### config.mk
export PLATFORM = sky130hd
export DESIGN_NAME = rxcfg_regs
export DESIGN_NICKNAME = d
export VERILOG_FILES = /design/src/rxcfg_pkg.sv /design/src/rxcfg_regs.sv /design/src/rxcfg_pattern_match.sv
export SDC_FILE = /design/constraint.sdc
export NUM_CORES = 1
export LEC_CHECK = 0
export ABC_AREA = 1
export CAP_MARGIN = 20
export CORE_UTILIZATION = 30
export CTS_CLUSTER_DIAMETER = 120
export DETAILED_ROUTE_END_ITERATION = 6
export DONT_BUFFER_PORTS = 1
export GPL_TIMING_DRIVEN = 0
export PLACE_DENSITY_LB_ADDON = 0.25
export SLEW_MARGIN = 30
export SYNTH_ARGS = -nofsm -noshare
export SYNTH_HDL_FRONTEND = slang
export SYNTH_SLANG_ARGS = --single-unit
export TNS_END_PERCENT = 50
### constraint.sdc
create_clock -name pclk -period 6.6 [get_ports pclk]
set_clock_uncertainty 0.05 [all_clocks]
set_input_delay 1.65 -clock pclk [delete_from_list [all_inputs] [get_ports pclk]]
set_output_delay 1.65 -clock pclk [all_outputs]
set_load 0.03 [all_outputs]
### src/rxcfg_pkg.sv
/*
 * Constants for the receiver configuration register bank: register indices,
 * byte addresses, field positions, reset values and the filter policy codes.
 * Assumes a 32-bit APB bus with one aligned word per register.
 */
//
// Overview of operation
// - Bits 6-5 of register 8 pick filter bandwidth 10, 20, 40, 200 kHz.
// - Bit 4 of register 8 forces widest filter and suppresses calibration.
// - Bits 3-2: calibrate at start-up, never, on bandwidth change, or per write.
// - Bits 1-0: initialise at start-up, reserved, on change, or forced.
// - Bits 5-4 of register 9 read back the signal level band.
// - Bit 3 of register 9 switches the frequency error meter on.
// - Writing zero to bit 2 starts correction; bit reads one until done.
// - Bit 1 of register 9 holds the correction result, one meaning failure.
// - Bit 0 of register 9 at one stops applying the correction.
// - Bit 7 of register 10 flags integrator overflow; writing one resets it.
// - Bit 5 of register 10 selects sensitivity mode A or linearity mode B.
// - Bits 3-2 of register 10 set pattern length 8, 16, 24, 32 bits.
// - Bits 1-0 of register 10 set zero to three tolerated mismatched bits.
// - Earliest received bit meets pattern MSB, last received meets used LSB.
package rxcfg_pkg;

  // register indices and their byte addresses (index times four)
  localparam logic [7:0] IDX_FILTER = 8'h08;
  localparam logic [7:0] IDX_LEVEL_AFC = 8'h09;
  localparam logic [7:0] IDX_MODE_PAT = 8'h0A;
  localparam logic [7:0] IDX_PATTERN = 8'h0D;
  localparam logic [7:0] ADDR_FILTER = 8'h20;
  localparam logic [7:0] ADDR_LEVEL_AFC = 8'h24;
  localparam logic [7:0] ADDR_MODE_PAT = 8'h28;
  localparam logic [7:0] ADDR_PATTERN = 8'h34;

  // filter setup fields
  localparam int F_BITSYNC_OFF = 7;
  localparam int F_BW_LSB = 5;
  localparam int F_WIDEST = 4;
  localparam int F_CAL_LSB = 2;
  localparam int F_INIT_LSB = 0;

  // level and frequency correction fields
  localparam int L_ENABLE = 7;
  localparam int L_RANGE = 6;
  localparam int L_READING_LSB = 4;
  localparam int L_FREQ_ERR = 3;
  localparam int L_AFC_RUN = 2;
  localparam int L_AFC_RESULT = 1;
  localparam int L_AFC_APPLY_OFF = 0;

  // mode and pattern fields
  localparam int M_OVERFLOW = 7;
  localparam int M_QUAD_AMP = 6;
  localparam int M_LINEAR = 5;
  localparam int M_PATTERN_ON = 4;
  localparam int M_PLEN_LSB = 2;
  localparam int M_TOL_LSB = 0;

  // reset values
  localparam logic [7:0] FILTER_RST = 8'h00;
  localparam logic [7:0] LEVEL_AFC_RST = 8'h00;
  localparam logic [7:0] MODE_PAT_RST = 8'h00;
  localparam logic [31:0] PATTERN_RST = 32'h00000000;

  // bits software writes and reads back in the level-and-correction and mode-and-pattern registers
  localparam logic [7:0] LEVEL_AFC_RW_MASK = 8'hC9;
  localparam logic [7:0] MODE_PAT_RW_MASK = 8'h7F;

  // calibration and initialisation policy codes, in field order
  typedef enum logic [1:0] {
    POL_STARTUP,
    POL_OFF,
    POL_ON_CHANGE,
    POL_FORCE
  } rxcfg_policy_t;

endpackage

### src/rxcfg_regs.sv
/*
 * Receiver configuration register bank on APB: filter setup, level meter,
 * frequency correction control and status, mode and pattern setup, and the
 * pattern matcher that uses them.
 * Assumes the correction loop, overflow flag and demodulated bits are on pclk;
 * the level meter reading comes from the analog side and is synchronised.
 */
`timescale 1ns/10ps
module rxcfg_regs (
  input wire logic pclk,
  input wire logic presetn,
  input wire logic psel,
  input wire logic penable,
  input wire logic pwrite,
  input wire logic [7:0] paddr,
  input wire logic [31:0] pwdata,
  output logic [31:0] prdata,
  output logic pready,
  output logic pslverr,
  output logic bit_sync_disable,
  output logic [1:0] filter_bandwidth_select,
  output logic filter_widest_force,
  output logic filter_cal_pulse,
  output logic filter_init_pulse,
  output logic level_meter_enable,
  output logic level_meter_range,
  input wire logic [1:0] level_meter_reading,
  output logic freq_error_meter_enable,
  output logic freq_correction_start,
  input wire logic freq_correction_done,
  input wire logic freq_correction_fail,
  output logic freq_correction_apply_off,
  input wire logic freq_correction_integrator_overflow,
  output logic freq_correction_integrator_reset,
  output logic quadrature_amp_enable,
  output logic rx_mode_linear,
  output logic pattern_enable,
  output logic [1:0] pattern_size,
  output logic [1:0] pattern_tolerance,
  input wire logic demod_bit,
  input wire logic demod_bit_valid,
  output logic pattern_match
);
  logic [7:0] filter_q, ctl9_q, ctl10_q;
  logic [31:0] pattern_q;
  logic [1:0] level_meta_q, level_sync_q;
  logic afc_busy_q, afc_result_q, overflow_q;
  logic ready_q, started_q;
  logic [2:0] bw_eff_q;
  logic [31:0] rdata_q;
  logic access, wr_en, hit8, hit9, hit10, hitp, mapped;
  logic wr8, wr9, wr10, wrp, afc_go, ovf_clr, bw_changed;
  logic wr8_q;
  logic [7:0] reg9_rd, reg10_rd;
  logic [31:0] rd_mux;
  rxcfg_pkg::rxcfg_policy_t cal_pol, init_pol;

  // apb slave: one wait state, read data registered with pready
  assign access = psel && penable;
  assign pready = ready_q;
  assign hit8 = paddr == rxcfg_pkg::ADDR_FILTER;
  assign hit9 = paddr == rxcfg_pkg::ADDR_LEVEL_AFC;
  assign hit10 = paddr == rxcfg_pkg::ADDR_MODE_PAT;
  assign hitp = paddr == rxcfg_pkg::ADDR_PATTERN;
  assign mapped = hit8 || hit9 || hit10 || hitp;
  assign pslverr = ready_q && !mapped;
  assign prdata = rdata_q;
  assign wr_en = access && ready_q && pwrite && mapped;
  assign wr8 = wr_en && hit8;
  assign wr9 = wr_en && hit9;
  assign wr10 = wr_en && hit10;
  assign wrp = wr_en && hitp;

  always_ff @(posedge pclk or negedge presetn) begin
    if (!presetn) begin
      ready_q <= 1'b0;
    end else begin
      ready_q <= access && !ready_q;
    end
  end

  assign reg9_rd = (ctl9_q & rxcfg_pkg::LEVEL_AFC_RW_MASK)
                   | {2'b00, level_sync_q, 1'b0, afc_busy_q, afc_result_q, 1'b0};
  assign reg10_rd = {overflow_q, ctl10_q[6:0] & rxcfg_pkg::MODE_PAT_RW_MASK[6:0]};

  always_comb begin
    rd_mux = '0;
    if (hit8) begin
      rd_mux = {24'h000000, filter_q};
    end else if (hit9) begin
      rd_mux = {24'h000000, reg9_rd};
    end else if (hit10) begin
      rd_mux = {24'h000000, reg10_rd};
    end else if (hitp) begin
      rd_mux = pattern_q;
    end
  end

  always_ff @(posedge pclk or negedge presetn) begin
    if (!presetn) begin
      rdata_q <= '0;
    end else if (access && !ready_q && !pwrite) begin
      rdata_q <= rd_mux;
    end
  end

  // software-written fields
  always_ff @(posedge pclk or negedge presetn) begin
    if (!presetn) begin
      filter_q <= rxcfg_pkg::FILTER_RST;
      ctl9_q <= rxcfg_pkg::LEVEL_AFC_RST;
      ctl10_q <= rxcfg_pkg::MODE_PAT_RST;
      pattern_q <= rxcfg_pkg::PATTERN_RST;
    end else begin
      if (wr8) begin
        filter_q <= pwdata[7:0];
      end
      if (wr9) begin
        ctl9_q <= pwdata[7:0] & rxcfg_pkg::LEVEL_AFC_RW_MASK;
      end
      if (wr10) begin
        ctl10_q <= {1'b0, pwdata[6:0]};
      end
      if (wrp) begin
        pattern_q <= pwdata;
      end
    end
  end

  assign bit_sync_disable = filter_q[rxcfg_pkg::F_BITSYNC_OFF];
  assign filter_bandwidth_select = filter_q[rxcfg_pkg::F_BW_LSB +: 2];
  assign filter_widest_force = filter_q[rxcfg_pkg::F_WIDEST];
  assign cal_pol = rxcfg_pkg::rxcfg_policy_t'(filter_q[rxcfg_pkg::F_CAL_LSB +: 2]);
  assign init_pol = rxcfg_pkg::rxcfg_policy_t'(filter_q[rxcfg_pkg::F_INIT_LSB +: 2]);
  assign level_meter_enable = ctl9_q[rxcfg_pkg::L_ENABLE];
  assign level_meter_range = ctl9_q[rxcfg_pkg::L_RANGE];
  assign freq_error_meter_enable = ctl9_q[rxcfg_pkg::L_FREQ_ERR];
  assign freq_correction_apply_off = ctl9_q[rxcfg_pkg::L_AFC_APPLY_OFF];
  assign quadrature_amp_enable = ctl10_q[rxcfg_pkg::M_QUAD_AMP];
  assign rx_mode_linear = ctl10_q[rxcfg_pkg::M_LINEAR];
  assign pattern_enable = ctl10_q[rxcfg_pkg::M_PATTERN_ON];
  assign pattern_size = ctl10_q[rxcfg_pkg::M_PLEN_LSB +: 2];
  assign pattern_tolerance = ctl10_q[rxcfg_pkg::M_TOL_LSB +: 2];

  // filter calibration and initialisation triggers
  assign bw_changed = started_q && (bw_eff_q != {filter_widest_force, filter_bandwidth_select});

  always_ff @(posedge pclk or negedge presetn) begin
    if (!presetn) begin
      started_q <= 1'b0;
      bw_eff_q <= '0;
      wr8_q <= 1'b0;
    end else begin
      started_q <= 1'b1;
      bw_eff_q <= {filter_widest_force, filter_bandwidth_select};
      // write strobe delayed so the forced policy acts once the new code is in
      wr8_q <= wr8;
    end
  end

  always_ff @(posedge pclk or negedge presetn) begin
    if (!presetn) begin
      filter_cal_pulse <= 1'b0;
    end else if (filter_widest_force) begin
      filter_cal_pulse <= 1'b0;
    end else begin
      unique case (cal_pol)
        rxcfg_pkg::POL_STARTUP: filter_cal_pulse <= !started_q;
        rxcfg_pkg::POL_OFF: filter_cal_pulse <= 1'b0;
        rxcfg_pkg::POL_ON_CHANGE: filter_cal_pulse <= bw_changed;
        rxcfg_pkg::POL_FORCE: filter_cal_pulse <= wr8_q;
      endcase
    end
  end

  always_ff @(posedge pclk or negedge presetn) begin
    if (!presetn) begin
      filter_init_pulse <= 1'b0;
    end else begin
      unique case (init_pol)
        rxcfg_pkg::POL_STARTUP: filter_init_pulse <= !started_q;
        rxcfg_pkg::POL_OFF: filter_init_pulse <= 1'b0;
        rxcfg_pkg::POL_ON_CHANGE: filter_init_pulse <= bw_changed;
        rxcfg_pkg::POL_FORCE: filter_init_pulse <= wr8_q;
      endcase
    end
  end

  // level meter reading from the analog side
  always_ff @(posedge pclk or negedge presetn) begin
    if (!presetn) begin
      level_meta_q <= '0;
      level_sync_q <= '0;
    end else begin
      level_meta_q <= level_meter_reading;
      level_sync_q <= level_meta_q;
    end
  end

  // frequency correction run: start on a zero write, clear on done
  assign afc_go = wr9 && !pwdata[rxcfg_pkg::L_AFC_RUN] && !afc_busy_q;

  always_ff @(posedge pclk or negedge presetn) begin
    if (!presetn) begin
      afc_busy_q <= 1'b0;
      afc_result_q <= 1'b0;
      freq_correction_start <= 1'b0;
    end else begin
      freq_correction_start <= afc_go;
      if (afc_go) begin
        afc_busy_q <= 1'b1;
      end else if (freq_correction_done) begin
        afc_busy_q <= 1'b0;
      end
      if (afc_busy_q && freq_correction_done && !afc_go) begin
        afc_result_q <= freq_correction_fail;
      end
    end
  end

  // integrator overflow: sticky, set wins over a clear in the same cycle
  assign ovf_clr = wr10 && pwdata[rxcfg_pkg::M_OVERFLOW];

  always_ff @(posedge pclk or negedge presetn) begin
    if (!presetn) begin
      overflow_q <= 1'b0;
      freq_correction_integrator_reset <= 1'b0;
    end else begin
      freq_correction_integrator_reset <= ovf_clr;
      if (freq_correction_integrator_overflow) begin
        overflow_q <= 1'b1;
      end else if (ovf_clr) begin
        overflow_q <= 1'b0;
      end
    end
  end

  rxcfg_pattern_match #(
    .WIDTH(32)
  ) u_match (
    .pclk(pclk),
    .presetn(presetn),
    .enable(pattern_enable),
    .len_code(pattern_size),
    .tol_code(pattern_tolerance),
    .ref_pattern(pattern_q),
    .bit_in(demod_bit),
    .bit_valid(demod_bit_valid),
    .match(pattern_match)
  );

  AST_BW_FIELD: assert property (@(posedge pclk) disable iff (!presetn)
    wr8 |=> filter_bandwidth_select == $past(pwdata[6:5]))
    else $error("bandwidth select not taken from the write");
  AST_WIDEST_NO_CAL: assert property (@(posedge pclk) disable iff (!presetn)
    $past(filter_widest_force) && filter_widest_force |-> !filter_cal_pulse)
    else $error("calibration while widest bandwidth forced");
  AST_CAL_FORCE: assert property (@(posedge pclk) disable iff (!presetn)
    wr8 && pwdata[3:2] == 2'b11 && !pwdata[4] |=> ##1 filter_cal_pulse)
    else $error("forced calibration write gave no pulse");
  AST_CAL_OFF: assert property (@(posedge pclk) disable iff (!presetn)
    wr8 && pwdata[3:2] == 2'b01 |=> ##1 !filter_cal_pulse)
    else $error("calibration pulse with calibration off");
  AST_INIT_FORCE: assert property (@(posedge pclk) disable iff (!presetn)
    wr8 && pwdata[1:0] == 2'b11 |=> ##1 filter_init_pulse)
    else $error("forced initialisation write gave no pulse");
  AST_LEVEL_READ: assert property (@(posedge pclk) disable iff (!presetn)
    ready_q && hit9 && !pwrite |-> prdata[5:4] == $past(level_sync_q))
    else $error("level reading not returned");
  AST_FREQ_ERR_EN: assert property (@(posedge pclk) disable iff (!presetn)
    wr9 |=> freq_error_meter_enable == $past(pwdata[3]))
    else $error("error meter enable not taken from the write");
  AST_FREQ_CORRECTION_TRIGGER: assert property (@(posedge pclk) disable iff (!presetn)
    wr9 && !pwdata[2] && !afc_busy_q |=> afc_busy_q && freq_correction_start)
    else $error("correction run not started by a zero write");
  AST_AFC_END: assert property (@(posedge pclk) disable iff (!presetn)
    afc_busy_q && freq_correction_done && !afc_go
    |=> !afc_busy_q && afc_result_q == $past(freq_correction_fail))
    else $error("correction run end or result wrong");
  AST_APPLY_OFF: assert property (@(posedge pclk) disable iff (!presetn)
    wr9 |=> freq_correction_apply_off == $past(pwdata[0]))
    else $error("apply-off bit not taken from the write");
  AST_OVF_STICKY: assert property (@(posedge pclk) disable iff (!presetn)
    freq_correction_integrator_overflow |=> overflow_q)
    else $error("overflow flag lost");
  AST_OVF_RESET: assert property (@(posedge pclk) disable iff (!presetn)
    ovf_clr |=> freq_correction_integrator_reset)
    else $error("integrator reset pulse missing");
  AST_MODE: assert property (@(posedge pclk) disable iff (!presetn)
    wr10 |=> rx_mode_linear == $past(pwdata[5]))
    else $error("mode bit not taken from the write");
  AST_PSIZE: assert property (@(posedge pclk) disable iff (!presetn)
    wr10 |=> pattern_size == $past(pwdata[3:2]))
    else $error("pattern size not taken from the write");
  AST_READBACK: assert property (@(posedge pclk) disable iff (!presetn)
    ready_q && hit8 && !pwrite |-> prdata[7:0] == filter_q)
    else $error("filter register read back wrong");

  COV_AFC_RUN: cover property (@(posedge pclk) disable iff (!presetn)
    freq_correction_start ##[1:50] (afc_busy_q && freq_correction_done));
  COV_CAL_FORCE: cover property (@(posedge pclk) disable iff (!presetn)
    filter_cal_pulse && cal_pol == rxcfg_pkg::POL_FORCE);
  COV_OVF_CLEAR: cover property (@(posedge pclk) disable iff (!presetn)
    overflow_q ##1 freq_correction_integrator_reset);
  COV_MATCH: cover property (@(posedge pclk) disable iff (!presetn) pattern_match);

endmodule // rxcfg_regs

### src/rxcfg_pattern_match.sv
/*
 * Pattern matcher: compares the newest received bits with the top of the
 * reference pattern, allowing a programmed number of mismatches.
 * Assumes demodulated bits arrive on pclk with a one-cycle valid strobe.
 */
`timescale 1ns/10ps
module rxcfg_pattern_match #(
  parameter int WIDTH = 32
) (
  input wire logic pclk,
  input wire logic presetn,
  input wire logic enable,
  input wire logic [1:0] len_code,
  input wire logic [1:0] tol_code,
  input wire logic [WIDTH-1:0] ref_pattern,
  input wire logic bit_in,
  input wire logic bit_valid,
  output logic match
);
  logic [WIDTH-1:0] shift_q, shift_d, aligned, mask, diff;
  logic [6:0] seen_q, nbits;
  logic [6:0] errs;
  logic hit;

  // newest bit enters the lsb, so the earliest sits at the window top
  assign shift_d = {shift_q[WIDTH-2:0], bit_in};
  // three-bit sum so that code 11 gives 32 and does not wrap to 0
  assign nbits = {1'b0, 3'({1'b0, len_code}) + 3'd1, 3'b000};
  assign aligned = ref_pattern >> (7'(WIDTH) - nbits);
  assign mask = (nbits >= 7'(WIDTH)) ? '1 : ((WIDTH'(1) << nbits) - WIDTH'(1));

  genvar i;
  generate
    for (i = 0; i < WIDTH; i++) begin : g_diff
      assign diff[i] = (shift_d[i] ^ aligned[i]) & mask[i];
    end
  endgenerate

  always_comb begin
    errs = '0;
    for (int k = 0; k < WIDTH; k++) begin
      errs = errs + 7'(diff[k]);
    end
  end

  assign hit = enable && bit_valid && (seen_q + 7'd1 >= nbits)
               && (errs <= {5'b00000, tol_code});

  always_ff @(posedge pclk or negedge presetn) begin
    if (!presetn) begin
      shift_q <= '0;
      seen_q <= '0;
    end else if (!enable) begin
      seen_q <= '0;
    end else if (bit_valid) begin
      shift_q <= shift_d;
      if (seen_q < 7'(WIDTH)) begin
        seen_q <= seen_q + 7'd1;
      end
    end
  end

  always_ff @(posedge pclk or negedge presetn) begin
    if (!presetn) begin
      match <= 1'b0;
    end else begin
      match <= hit;
    end
  end

  AST_MATCH_TOL: assert property (@(posedge pclk) disable iff (!presetn)
    match |-> $past(errs) <= {5'b00000, $past(tol_code)})
    else $error("pattern match reported with too many mismatches");
  AST_MATCH_ONLY_ON_BIT: assert property (@(posedge pclk) disable iff (!presetn)
    match |-> $past(bit_valid) && $past(enable))
    else $error("pattern match without a received bit");

endmodule // rxcfg_pattern_match

; Word level (Yosys, flattened, before mapping)
; Index checks and enable logic that the tools add are counted.
; Widths: inputs -> output; s select.
[word_totals]
regBits = 139
output_inout_bits = 54
input_bits = 52
word_cells = 191
[classes]
bitwise = 65
reduce_logical = 36
n_lt_le_gt_ge = 4
muxes = 15
n_eq_ne = 13
shifts = 2
n_addsub = 35
[op_table]
columns = operator, count
row1 = $add 7x1->7, 30
row2 = $mux 32, 5
row3 = $and 1x1->1, 32
row4 = $eq 8x6->1 const B, 4
row5 = $shl 1x6->32 const A, 1
row6 = $shr 32x7->32, 1
row7 = $sub 32x1->32 const B, 1
row8 = $xor 1x1->1, 32
row9 = $mux 7, 3
row10 = $logic_and 1x1->1, 20
row11 = $eq 2x2->1 const B, 4
row12 = $or 8x6->8, 1
row13 = $pmux 1 s4, 2
row14 = $add 7x1->7 const B, 1
row15 = $ge 7x6->1, 1
row16 = $le 7x2->1, 1
row17 = $logic_not 1->1, 7
row18 = $lt 7x6->1 const B, 1
row19 = $sub 6x6->7 const A, 1
row20 = $ge 6x6->1 const B, 1
row21 = $mux 1, 5
row22 = $eq 2x1->1 const B, 2
row23 = $logic_not 2->1, 2
row24 = $reduce_and 2->1, 2
row25 = other kinds (7), 10

; Depth between registers and ports, before layout
; Gate-level depths: netlist of run 1.
[depth]
depth_word = 38
mapped_depth = 29
depth_no_buf = 28

; By module
; From an unflattened synthesis of run 1, not the netlist that was laid out.
[unflattened]
hier_cells = 900
area_unflattened_um2 = 7732.4
[modules_own_cells]
columns = module, instances, seq_area_each_um2, cells_each, area_per_inst_um2
row1 = rxcfg_regs, 1, 2502.4, 444, 4297.9
row2 = rxcfg_pattern_match, 1, 975.9, 456, 3434.5

; Worst setup path before layout of run 1
; No wires, ideal clock.
[synth_path]
kind = register -> register
startpoint = register ctl10_q[2]
endpoint = register u_match.match
path_stages_with_launch = 30
n_path_buf = 2
setup_slack_ns = -0.784
setup_time_ns = 0.077
required_time_ns = 6.473
period_less_slack_ns = 7.384
t_arrival_ns = 7.256
path_cell_list = dfrtp_1 > inv_2 > clkbuf_1 > ha_1 > inv_2 > nor2_8 > nor2_4 > inv_2 > buf_4 > o21ai_2 > xor2_1 > ha_1 > fa_1 > inv_1 > fa_1 > inv_1 > fa_1 > fa_1 > fa_1 > fa_1 > fa_1 > inv_1 > fa_1 > inv_1 > ha_1 > inv_1 > nor2_1 > o21ai_0 > nand3_1 > a21oi_1
[synth_via]
elab_chain_cells = 38
word_cells_on_any_way = 106
cone_classes = 34 x add/sub / 3 x order compare / 2 x shift / 1 x mux / 64 x bitwise / 2 x reduce/logical
[synth_rtl]
columns = item, line_no
row1 = from (decl), rxcfg_regs.sv:44  ; logic [7:0] filter_q, ctl9_q, ctl10_q;
row2 = from (signal assigned), rxcfg_regs.sv:112  ; ctl10_q <= rxcfg_pkg::MODE_PAT_RST;
row3 = from (signal assigned), rxcfg_regs.sv:122  ; ctl10_q <= {1'b0, pwdata[6:0]};
row4 = $add 2x1->3 (*), rxcfg_pattern_match.sv:28  ; assign nbits = {1'b0, 3'({1'b0, len_code}) + 3'd1, 3'b000};
row5 = $sub 6x6->7 / $shl 1x6->32 (equally long branches), "rxcfg_pattern_match.sv:29, rxcfg_pattern_match.sv:30"
row6 = $shr 32x7->32 / $sub 32x1->32 (equally long branches), "rxcfg_pattern_match.sv:29, rxcfg_pattern_match.sv:30"
row7 = $xor 1x1->1 / $mux 32 (equally long branches), "rxcfg_pattern_match.sv:35, rxcfg_pattern_match.sv:30"
row8 = $and 1x1->1, rxcfg_pattern_match.sv:35  ; assign diff[i] = (shift_d[i] ^ aligned[i]) & mask[i];
row9 = $add 1x1->2, rxcfg_pattern_match.sv:42  ; errs = errs + 7'(diff[k]);
row10 = $add 7x1->7 (30 in series), rxcfg_pattern_match.sv:42
row11 = $le 7x2->1, rxcfg_pattern_match.sv:47  ; && (errs <= {5'b00000, tol_code});
row12 = $logic_and 1x1->1 (*), rxcfg_pattern_match.sv:47
row13 = via u_match.hit, rxcfg_pattern_match.sv:23  ; logic hit;
row14 = to (signal assigned), rxcfg_pattern_match.sv:67  ; match <= hit;
row15 = to (decl), rxcfg_pattern_match.sv:18  ; output logic match
; Mark *: on every way through the listed nets, which the timed path passes. The rest lies on a longest branch.
; A chain may end at the register's enable or synchronous reset.

; Worst setup path after layout of run 1
; Ends and elaborated chain as after synthesis.

==> results of run 1 <==
-- cells in the mapped netlist --
master,n
a211o_1,1
a21oi_1,42
a31oi_1,3
buf_1,1
buf_2,8
buf_4,7
buf_6,3
clkbuf_1,14
conb_1,1
dfrtp_1,139
fa_1,24
ha_1,19
inv_1,133
inv_2,6
inv_4,1
mux2_2,5
nand2_1,235
nand2_2,1
nand2_4,3
nand3_1,45
nand3_2,3
nand3_4,1
nand4_1,1
nor2_1,57
nor2_4,5
nor2_8,1
nor3_1,3
nor3_2,1
nor3b_1,1
nor4_1,1
o21ai_0,84
o21ai_1,10
o21ai_2,17
o21bai_1,1
o22ai_1,4
o2bb2ai_1,1
o31ai_1,16
or2_2,2
xnor2_1,3
xor2_1,10
-- cell type report --
type / count / area [um2] / share of cell area, %
buffer: 33 / 207.7 / 2.343
tap: 330 / 412.9 / 4.658
clock inverter: 11 / 178.9 / 2.018
timing repair buffer: 7 / 52.55 / 0.5928
clock buffer: 21 / 480.5 / 5.420
inverter: 140 / 538.0 / 6.069
multi-input combinational: 601 / 3511 / 39.60
sequential: 139 / 3483 / 39.29
-- flip-flops by register name (all words and copies together) (netlist names), 2 cells and up --
register,flops
pattern_q,32
prdata,32
u_match.shift_q,31
filter_q,8
ctl10_q,7
u_match.seen_q,7
ctl9_q,4
bw_eff_q,3
level_meta_q,2
level_sync_q,2
-- power by group through the flow --
stage | registers [W] | logic [W] | clock network (W)
2_1_floorplan | 0.000879 | 0.0000370 | 0
4_1_cts | 0.000864 | 0.0000524 | 0.00110
3_3_place_gp | 0.000880 | 0.0000495 | 0
3_5_place_dp | 0.000880 | 0.0000502 | 0
6_report | 0.000864 | 0.0000523 | 0.00108
5_1_grt | 0.000864 | 0.0000599 | 0.00114
-- worst max path at each step --
stage	slack, ps	endpoint	cells past startpoint	startpoint
2_1_floorplan	5	u_match.match	21	demod_bit
3_3_place_gp	-610	u_match.match	29	ctl10_q[2]
3_5_place_dp	-670	u_match.match	29	ctl10_q[2]
4_1_cts	-360	u_match.match	29	ctl10_q[2]
5_1_grt	-510	u_match.match	28	ctl10_q[2]
6_report	-290	u_match.match	28	ctl10_q[2]
-- through the flow --
step	setup TNS [ps]	utilization (%)	hold WS [ps]
after global placement	-614.4	32.17	283.1
after global routing	-512.8	35.31	320.6
after detailed placement	-666.7	32.17	287.9
after CTS	-360.5	35.19	299.7
final	-290.6	35.31	302.0
after floorplan	0	-	281.2
-- kinds of logic after synthesis --
group,after synthesis,share of synthesized area [%]
DFF,139,45.51
AOI/OAI and AO/OA,179,13.33
and+or+nand+nor,360,20.19
xor gates and xnor gates,13,1.490
other,1,0.04907
adders and majority gates,43,9.398
muxes,5,0.7367
buffers and inverters,173,9.299
-- layer usage --
layer	vias up	wire length [um]	GRT usage [%]
met5	-	0	0
met1	2988	10460	24.89
met2	175	9948	27.80
li1	2948	-	-
met3	27	1274	4.212
met4	0	452	5.746
-- repair_timing --
| item | in CTS | in global routing |
|---|---|---|
| endpoints found under the setup margin | 1 | 1 |
| pin swaps | 5 | 1 |
| setup buffers | 6 | 1 |
| gates resized for setup | 11 | 7 |
==> run summary, run 1 <==
Nets@finish - 1,034
Clock Power Share - 54.1%
Slew HR - 53.12%
Final Max Tran Viols - 0
Worst flop-to-flop path endpoint - u_match.match
R2R Setup Slk - -290 ps
Overall Global Routing Usage - 18.03%
Sequential Power Share - 43.3%
Kind of critical path - flip-flop to flip-flop
Leak - 4.281 nW
First-pass iteration count of the detailed router - 5
Synthesized cell area - 7642 um2
Largest net degree at the start of global routing - 140
Pre-CTS setup slack - -666.7 ps
Commonest non-fill, non-tap cells in the layout - nand2_1 (235), dfrtp_1 (137), inv_1 (129)
Antenna Cells - 0
Starting Density - 30.44%
CP top delay family - adder cells
# setup viols final - 1
CP Max Fanout - 12
Antenna violations before repair - 0
Syn avg cell area - 8.371 um2
CTS clk-pin slew, worst paths - 70 ps
DR iter-0 viols - 461
#FFs+latches synth - 139
Grt total ovfl - 0
WL/cell - 17.26 um
Net Switching - 0.0004410 W
Critical Path Start Type - flip-flop
Design Area, Final - 8865 um2
Min-Delay Startpoint - level_meta_q[0]
Vias in the first global route - 6,021
Crit-path max cell delay - 590 ps
Syn Nets - 1,008
Max-cap violations - 0
H-tree Lvls - 4
Power Dens Cells - 225.0 nW/um2
Post-synthesis cell count - 913
Routed Antenna Nets - 0
Area delta synth->final - 16.00%
CTS Buffer Depth - 2
Area contributors post-synth - dfrtp_1 (46%), nand2_1 (12%), inv_1 (6.5%)
Cts bufs inserted - 17
Drc violations - 0
Register area share after synthesis - 45.51%
Hold depth - 0
Die W - 161.6 um
Die ar. - 26,120 um2
PortBufs - 0
Clock Latency Late Sink - 420 ps
Drt total wl - 22.13 mm
First-pass GRT wire length - 35.27 mm
Top-area cell type share of the netlist area - 45.51%
TritonCTS clock tree - done
Sw frac - 22.11%
Core region area - 25,110 um2
FF-to-FF path depth - 28
CTS Sinks - 139
Worst hold endpoint - level_sync_q[0]
Rows - 58
Crit Reg-Reg Startpoint - ctl10_q[2]
Pint - 0.001554 W
Synth warn - 0
Gpl congestion - 0.8836
Post-synth top area cell - dfrtp_1
Status - finished, violations left
Placed Area - 8078 um2
Via count - 6,138
Detailed Place HPWL - 16.84 mm
Tightest Pin Transition - 703.2 ps
Fin crit period - 6891 ps
Worst setup margin - -290.6 ps
Share of layout cells above drive strength 1 - 12.29%
Worst path bufs/invs - 8
Die height - 161.6 um
Distinct cells, synth - 40
Hold buffer count at CTS - 0
Non-Filler Instances - 1,282
Worst Setup End Kind - flip-flop
# IOs - 106
Commonest non-fill, non-tap cell in the layout - nand2_1
Combinational power share - 2.6%
Root Driver - clkbuf_16
RSZ-0062 raised after global routing - yes
Final Cycle Share - 104.4%
Number of vias per cell - 4.788
Crit path top cell by count - fa_1
Max VDD drop - 0.0001209 V
Final Hold Vio Count - 0
Crit-path slowest cell - dfrtp_4
Placed Cells - 1,243
Worst path required time - 6900 ps
# fillers - 2,644
Hold Crit Class - flip-flop to flip-flop
Pwr Total - 0.001995 W
Failing checks - setup timing
Fmax achieved - 145.1 MHz
CP arrival - 7190 ps
(Power assumes the default switching activity.)
==> run 2, diff against run 1 <==
- CORE_MARGIN: unset -> 4
- SKIP_CTS_REPAIR_TIMING: unset -> 1
==> run summary, run 2 (synthesized netlist as in run 1, its figures left out) <==
Grt total ovfl - 0
Commonest non-fill, non-tap cells in the layout - nand2_1 (235), dfrtp_1 (137), inv_1 (132)
Sequential Power Share - 44.5%
WL/cell - 17.33 um
Final Hold Vio Count - 0
Max-cap violations - 0
Overall Global Routing Usage - 15.94%
Crit-path slowest cell - dfrtp_4
DR iter-0 viols - 450
Antenna violations before repair - 1
Die ar. - 28,090 um2
Gpl congestion - 0.8933
Clock Latency Late Sink - 430 ps
Detailed Place HPWL - 17.08 mm
Root Driver - clkbuf_16
Final Max Tran Viols - 0
Critical Path Start Type - flip-flop
Tightest Pin Transition - 672.4 ps
Leak - 4.247 nW
Largest net degree at the start of global routing - 140
Worst setup margin - -377.7 ps
Net Switching - 0.0004376 W
Die W - 167.6 um
Worst Setup End Kind - flip-flop
Fmax achieved - 143.3 MHz
Cts bufs inserted - 17
TritonCTS clock tree - done
Pre-CTS setup slack - -620.8 ps
Drt total wl - 22.18 mm
Share of layout cells above drive strength 1 - 11.58%
Crit Reg-Reg Startpoint - ctl10_q[2]
Max VDD drop - 0.0001202 V
Number of vias per cell - 4.720
Worst Setup SP - ctl10_q[2]
CP arrival - 7280 ps
Status - finished, violations left
CTS Sinks - 139
CTS clk-pin slew, worst paths - 70 ps
Worst hold margin - 304.0 ps
Combinational power share - 2.6%
Min-Delay Startpoint - level_meta_q[0]
Die height - 167.6 um
Routed Antenna Nets - 0
Slew HR - 55.18%
Hold Crit Class - flip-flop to flip-flop
Worst path required time - 6910 ps
Vias in the first global route - 5,791
Failing checks - setup timing
# setup viols final - 1
Fin crit period - 6978 ps
Commonest non-fill, non-tap cell in the layout - nand2_1
RSZ-0062 raised after global routing - yes
Power Dens Cells - 221.0 nW/um2
Sw frac - 22.54%
Rows - 58
Crit path top cell by count - fa_1
Pint - 0.001504 W
# IOs - 106
CP Max Fanout - 12
H-tree Lvls - 4
First-pass GRT wire length - 34.44 mm
Clock Power Share - 53.0%
Nets@finish - 1,032
PortBufs - 0
Via count - 6,042
Kind of critical path - flip-flop to flip-flop
Core region area - 25,110 um2
Area delta synth->final - 14.95%
CTS Buffer Depth - 2
Antenna Cells - 0
Drc violations - 0
Crit-path max cell delay - 590 ps
Final Cycle Share - 105.7%
Pwr Total - 0.001941 W
First-pass iteration count of the detailed router - 5
Starting Density - 30.44%
[run 2: critical path, delay by kind of cell (launching register included)]
| family | cells | cell delay (ps) |
|---|---|---|
| AOI/OAI and AO/OA | 4 | 650 |
| xor gates and xnor gates | 1 | 180 |
| and+or+nand+nor | 3 | 200 |
| adders and majority gates | 11 | 4430 |
| buffers and inverters | 9 | 810 |
| DFF | 1 | 590 |
[run 2: routing by layer]
metal | global-route usage (%) | part of all wire, %
met5 | 0 | 0
met4 | 4.270 | 1.4
met3 | 3.895 | 6.4
met2 | 23.89 | 45
met1 | 23.10 | 47
[run 2: stage by stage]
stage / instance area (um2) / utilization, % / TNS (ps) / instances
2_1_floorplan: 7665 / - / 0 / 913
3_3_place_gp: 8078 / 32.17 / -642.9 / 1243
3_5_place_dp: 8083 / 32.19 / -620.8 / 1243
4_1_cts: 8711 / 34.69 / -631.0 / 1275
5_1_grt: 8785 / 34.99 / -635.0 / 1280
6_report: 8785 / 34.99 / -377.7 / 1280
[run 2: power groups by stage]
stage	combinational, W	sequential [W]	clock, W
final	0.0000495	0.000864	0.00103
after global routing	0.0000572	0.000864	0.00108
after CTS	0.0000504	0.000864	0.00105
after detailed placement	0.0000502	0.000880	0
after global placement	0.0000492	0.000880	0
after floorplan	0.0000370	0.000879	0
[run 2: path summary, 6_finish.rpt]
path / depth (start not counted) / slack [ps] / to
max: 28 / -380 / u_match.match
min: 0 / 300 / level_sync_q[0]
max reg2reg: 28 / -380 / u_match.match
min reg2reg: 0 / 300 / level_sync_q[0]
max in group asynchronous: 0 / 5380 / ctl10_q[3]
min in group asynchronous: 0 / 870 / pattern_q[10]
[run 2: area by class of cell]
type	count	area, um2
clock inverters	11	157.7
inverters	140	538.0
plain buffers	33	193.9
clock buffers	21	470.5
multi-input cells	601	3491
well taps	330	412.9
fillers	2667	16320
repair buffers	5	37.54
flip-flops and latches	139	3483
==> run 3, diff against run 2 <==
- GPL_TIMING_DRIVEN: 0 -> unset
- HOLD_SLACK_MARGIN: unset -> 0.08
- TNS_END_PERCENT: 50 -> unset
==> run summary, run 3 (synthesized netlist as in run 1, its figures left out) <==
Fmax achieved - 156.0 MHz
Tightest Pin Transition - 718.2 ps
Share of layout cells above drive strength 1 - 10.81%
Critical Path Start Type - input pin
Gpl congestion - 0.9074
TritonCTS clock tree - done
Placed Cells - 1,220
WL/cell - 16.80 um
Combinational power share - 2.4%
Die height - 167.6 um
Crit-path slowest cell - fa_1
Non-Filler Instances - 1,255
Pint - 0.001504 W
Status - finished clean
Clock Power Share - 53.0%
CP arrival - 6710 ps
CTS Sinks - 139
Die W - 167.6 um
Net Switching - 0.0004350 W
Pwr Total - 0.001939 W
Commonest non-fill, non-tap cells in the layout - nand2_1 (234), dfrtp_1 (138), inv_1 (132)
H-tree Lvls - 4
Crit path top cell by count - fa_1
Crit Reg-Reg Startpoint - ctl10_q[3]
Area delta synth->final - 13.23%
Commonest non-fill, non-tap cell in the layout - nand2_1
Die ar. - 28,090 um2
Worst Setup End Kind - flip-flop
Worst path required time - 6900 ps
Crit-path max cell delay - 530 ps
PortBufs - 0
Final Hold Vio Count - 0
Clock Latency Late Sink - 430 ps
Detailed Place HPWL - 15.76 mm
Routed Antenna Nets - 0
CTS clk-pin slew, worst paths - 60 ps
Final Cycle Share - 97.10%
Max-cap violations - 0
DR iter-0 viols - 563
CP Max Fanout - 2
Starting Density - 30.44%
Core region area - 25,110 um2
Worst-path cell chain - inv_1 > xor2_1 > ha_1 > fa_1 > inv_1 > fa_1 > inv_1 > fa_1 > fa_1 > fa_1 > fa_1 > fa_2 > inv_2 > fa_1 > inv_1 > ha_1 > inv_1 > nor2_1 > o21ai_1 > nand3_1 > a21oi_1
Cts bufs inserted - 17
Hold Crit Class - flip-flop to flip-flop
Via count - 5,887
Drc violations - 0
Nets@finish - 1,007
Fin crit period - 6409 ps
CTS Buffer Depth - 2
Rows - 58
First-pass iteration count of the detailed router - 5
Largest net degree at the start of global routing - 140
Power Dens Cells - 224.1 nW/um2
# setup viols final - 0
Root Driver - clkbuf_16
Leak - 4.175 nW
Antenna violations before repair - 0
First-pass GRT wire length - 33.58 mm
Max VDD drop - 0.0001469 V
Final Max Tran Viols - 0
Vias in the first global route - 5,815
Antenna Cells - 0
Min-Delay Startpoint - level_meta_q[0]
Grt total ovfl - 0
Sequential Power Share - 44.6%
# IOs - 106
Slew HR - 52.12%
Drt total wl - 21.08 mm
Number of vias per cell - 4.691
RSZ-0062 raised after global routing - yes
Sw frac - 22.43%
Kind of critical path - input pin to flip-flop
Overall Global Routing Usage - 15.27%
Worst Setup SP - demod_bit
-- run 3: cell count changes in the layout (fill, tap and decap cells not counted), moves of 2 or more --
cell / change
inv_6: +2
clkinv_4: -3
o21ai_2: +2
clkbuf_1: -13
buf_6: -3
buf_2: -8
-- run 3: worst paths after layout --
| path | endpoint | slack (ps) | depth (start not counted) |
|---|---|---|---|
| max | u_match.match | 190 | 21 |
| min | level_sync_q[0] | 300 | 0 |
| max reg2reg | u_match.match | 190 | 27 |
| min reg2reg | level_sync_q[0] | 300 | 0 |
| max in group asynchronous | filter_q[2] | 5400 | 0 |
| min in group asynchronous | prdata[27] | 880 | 0 |
-- run 3: cell type report --
cell class | count | area (um2)
fillers | 2652 | 16460
well taps | 330 | 412.9
repair buffers | 13 | 105.1
inverters | 140 | 538.0
clock inverters | 11 | 156.4
multi-input cells | 601 | 3491
flip-flops and latches | 139 | 3480
clock buffers | 21 | 470.5
-- run 3: layer usage --
| metal | vias to the layer above | global-route usage (%) | routed length (um) |
|---|---|---|---|
| met5 | - | 0 | 0 |
| met4 | 0 | 5.152 | 322 |
| met3 | 20 | 3.470 | 1183 |
| met2 | 142 | 23.98 | 9836 |
| met1 | 2846 | 20.91 | 9739 |
| li1 | 2879 | - | - |
-- run 3: worst max-delay path, delay by kind of cell --
family,cells,cell delay (ps)
adder cells (fa/ha/maj),10,4140
buffers and inverters,6,380
AO/OA/AOI/OAI,2,240
XOR/XNOR,1,160
AND/OR/NAND/NOR,2,120
-- run 3: power by group through the flow --
stage / clock network (W) / registers, W / logic [W]
5_1_grt: 0.00108 / 0.000864 / 0.0000545
3_3_place_gp: 0 / 0.000880 / 0.0000466
4_1_cts: 0.00105 / 0.000864 / 0.0000482
3_5_place_dp: 0 / 0.000880 / 0.0000480
2_1_floorplan: 0 / 0.000879 / 0.0000370
6_report: 0.00103 / 0.000864 / 0.0000474
-- run 3: through the flow --
step | utilization, % | cell area (um2) | worst slack (ps) | hold slack, ps | setup TNS (ps)
final | 34.46 | 8653 | 191.1 | 295.8 | 0
after global routing | 34.46 | 8653 | -48.63 | 305.9 | -48.63
after CTS | 34.23 | 8596 | 114.4 | 300.2 | 0
after detailed placement | 31.74 | 7969 | -248.2 | 287.9 | -248.2
after global placement | 31.74 | 7969 | -133.0 | 284.1 | -133.0
after floorplan | - | 7665 | 4.963 | 281.2 | 0
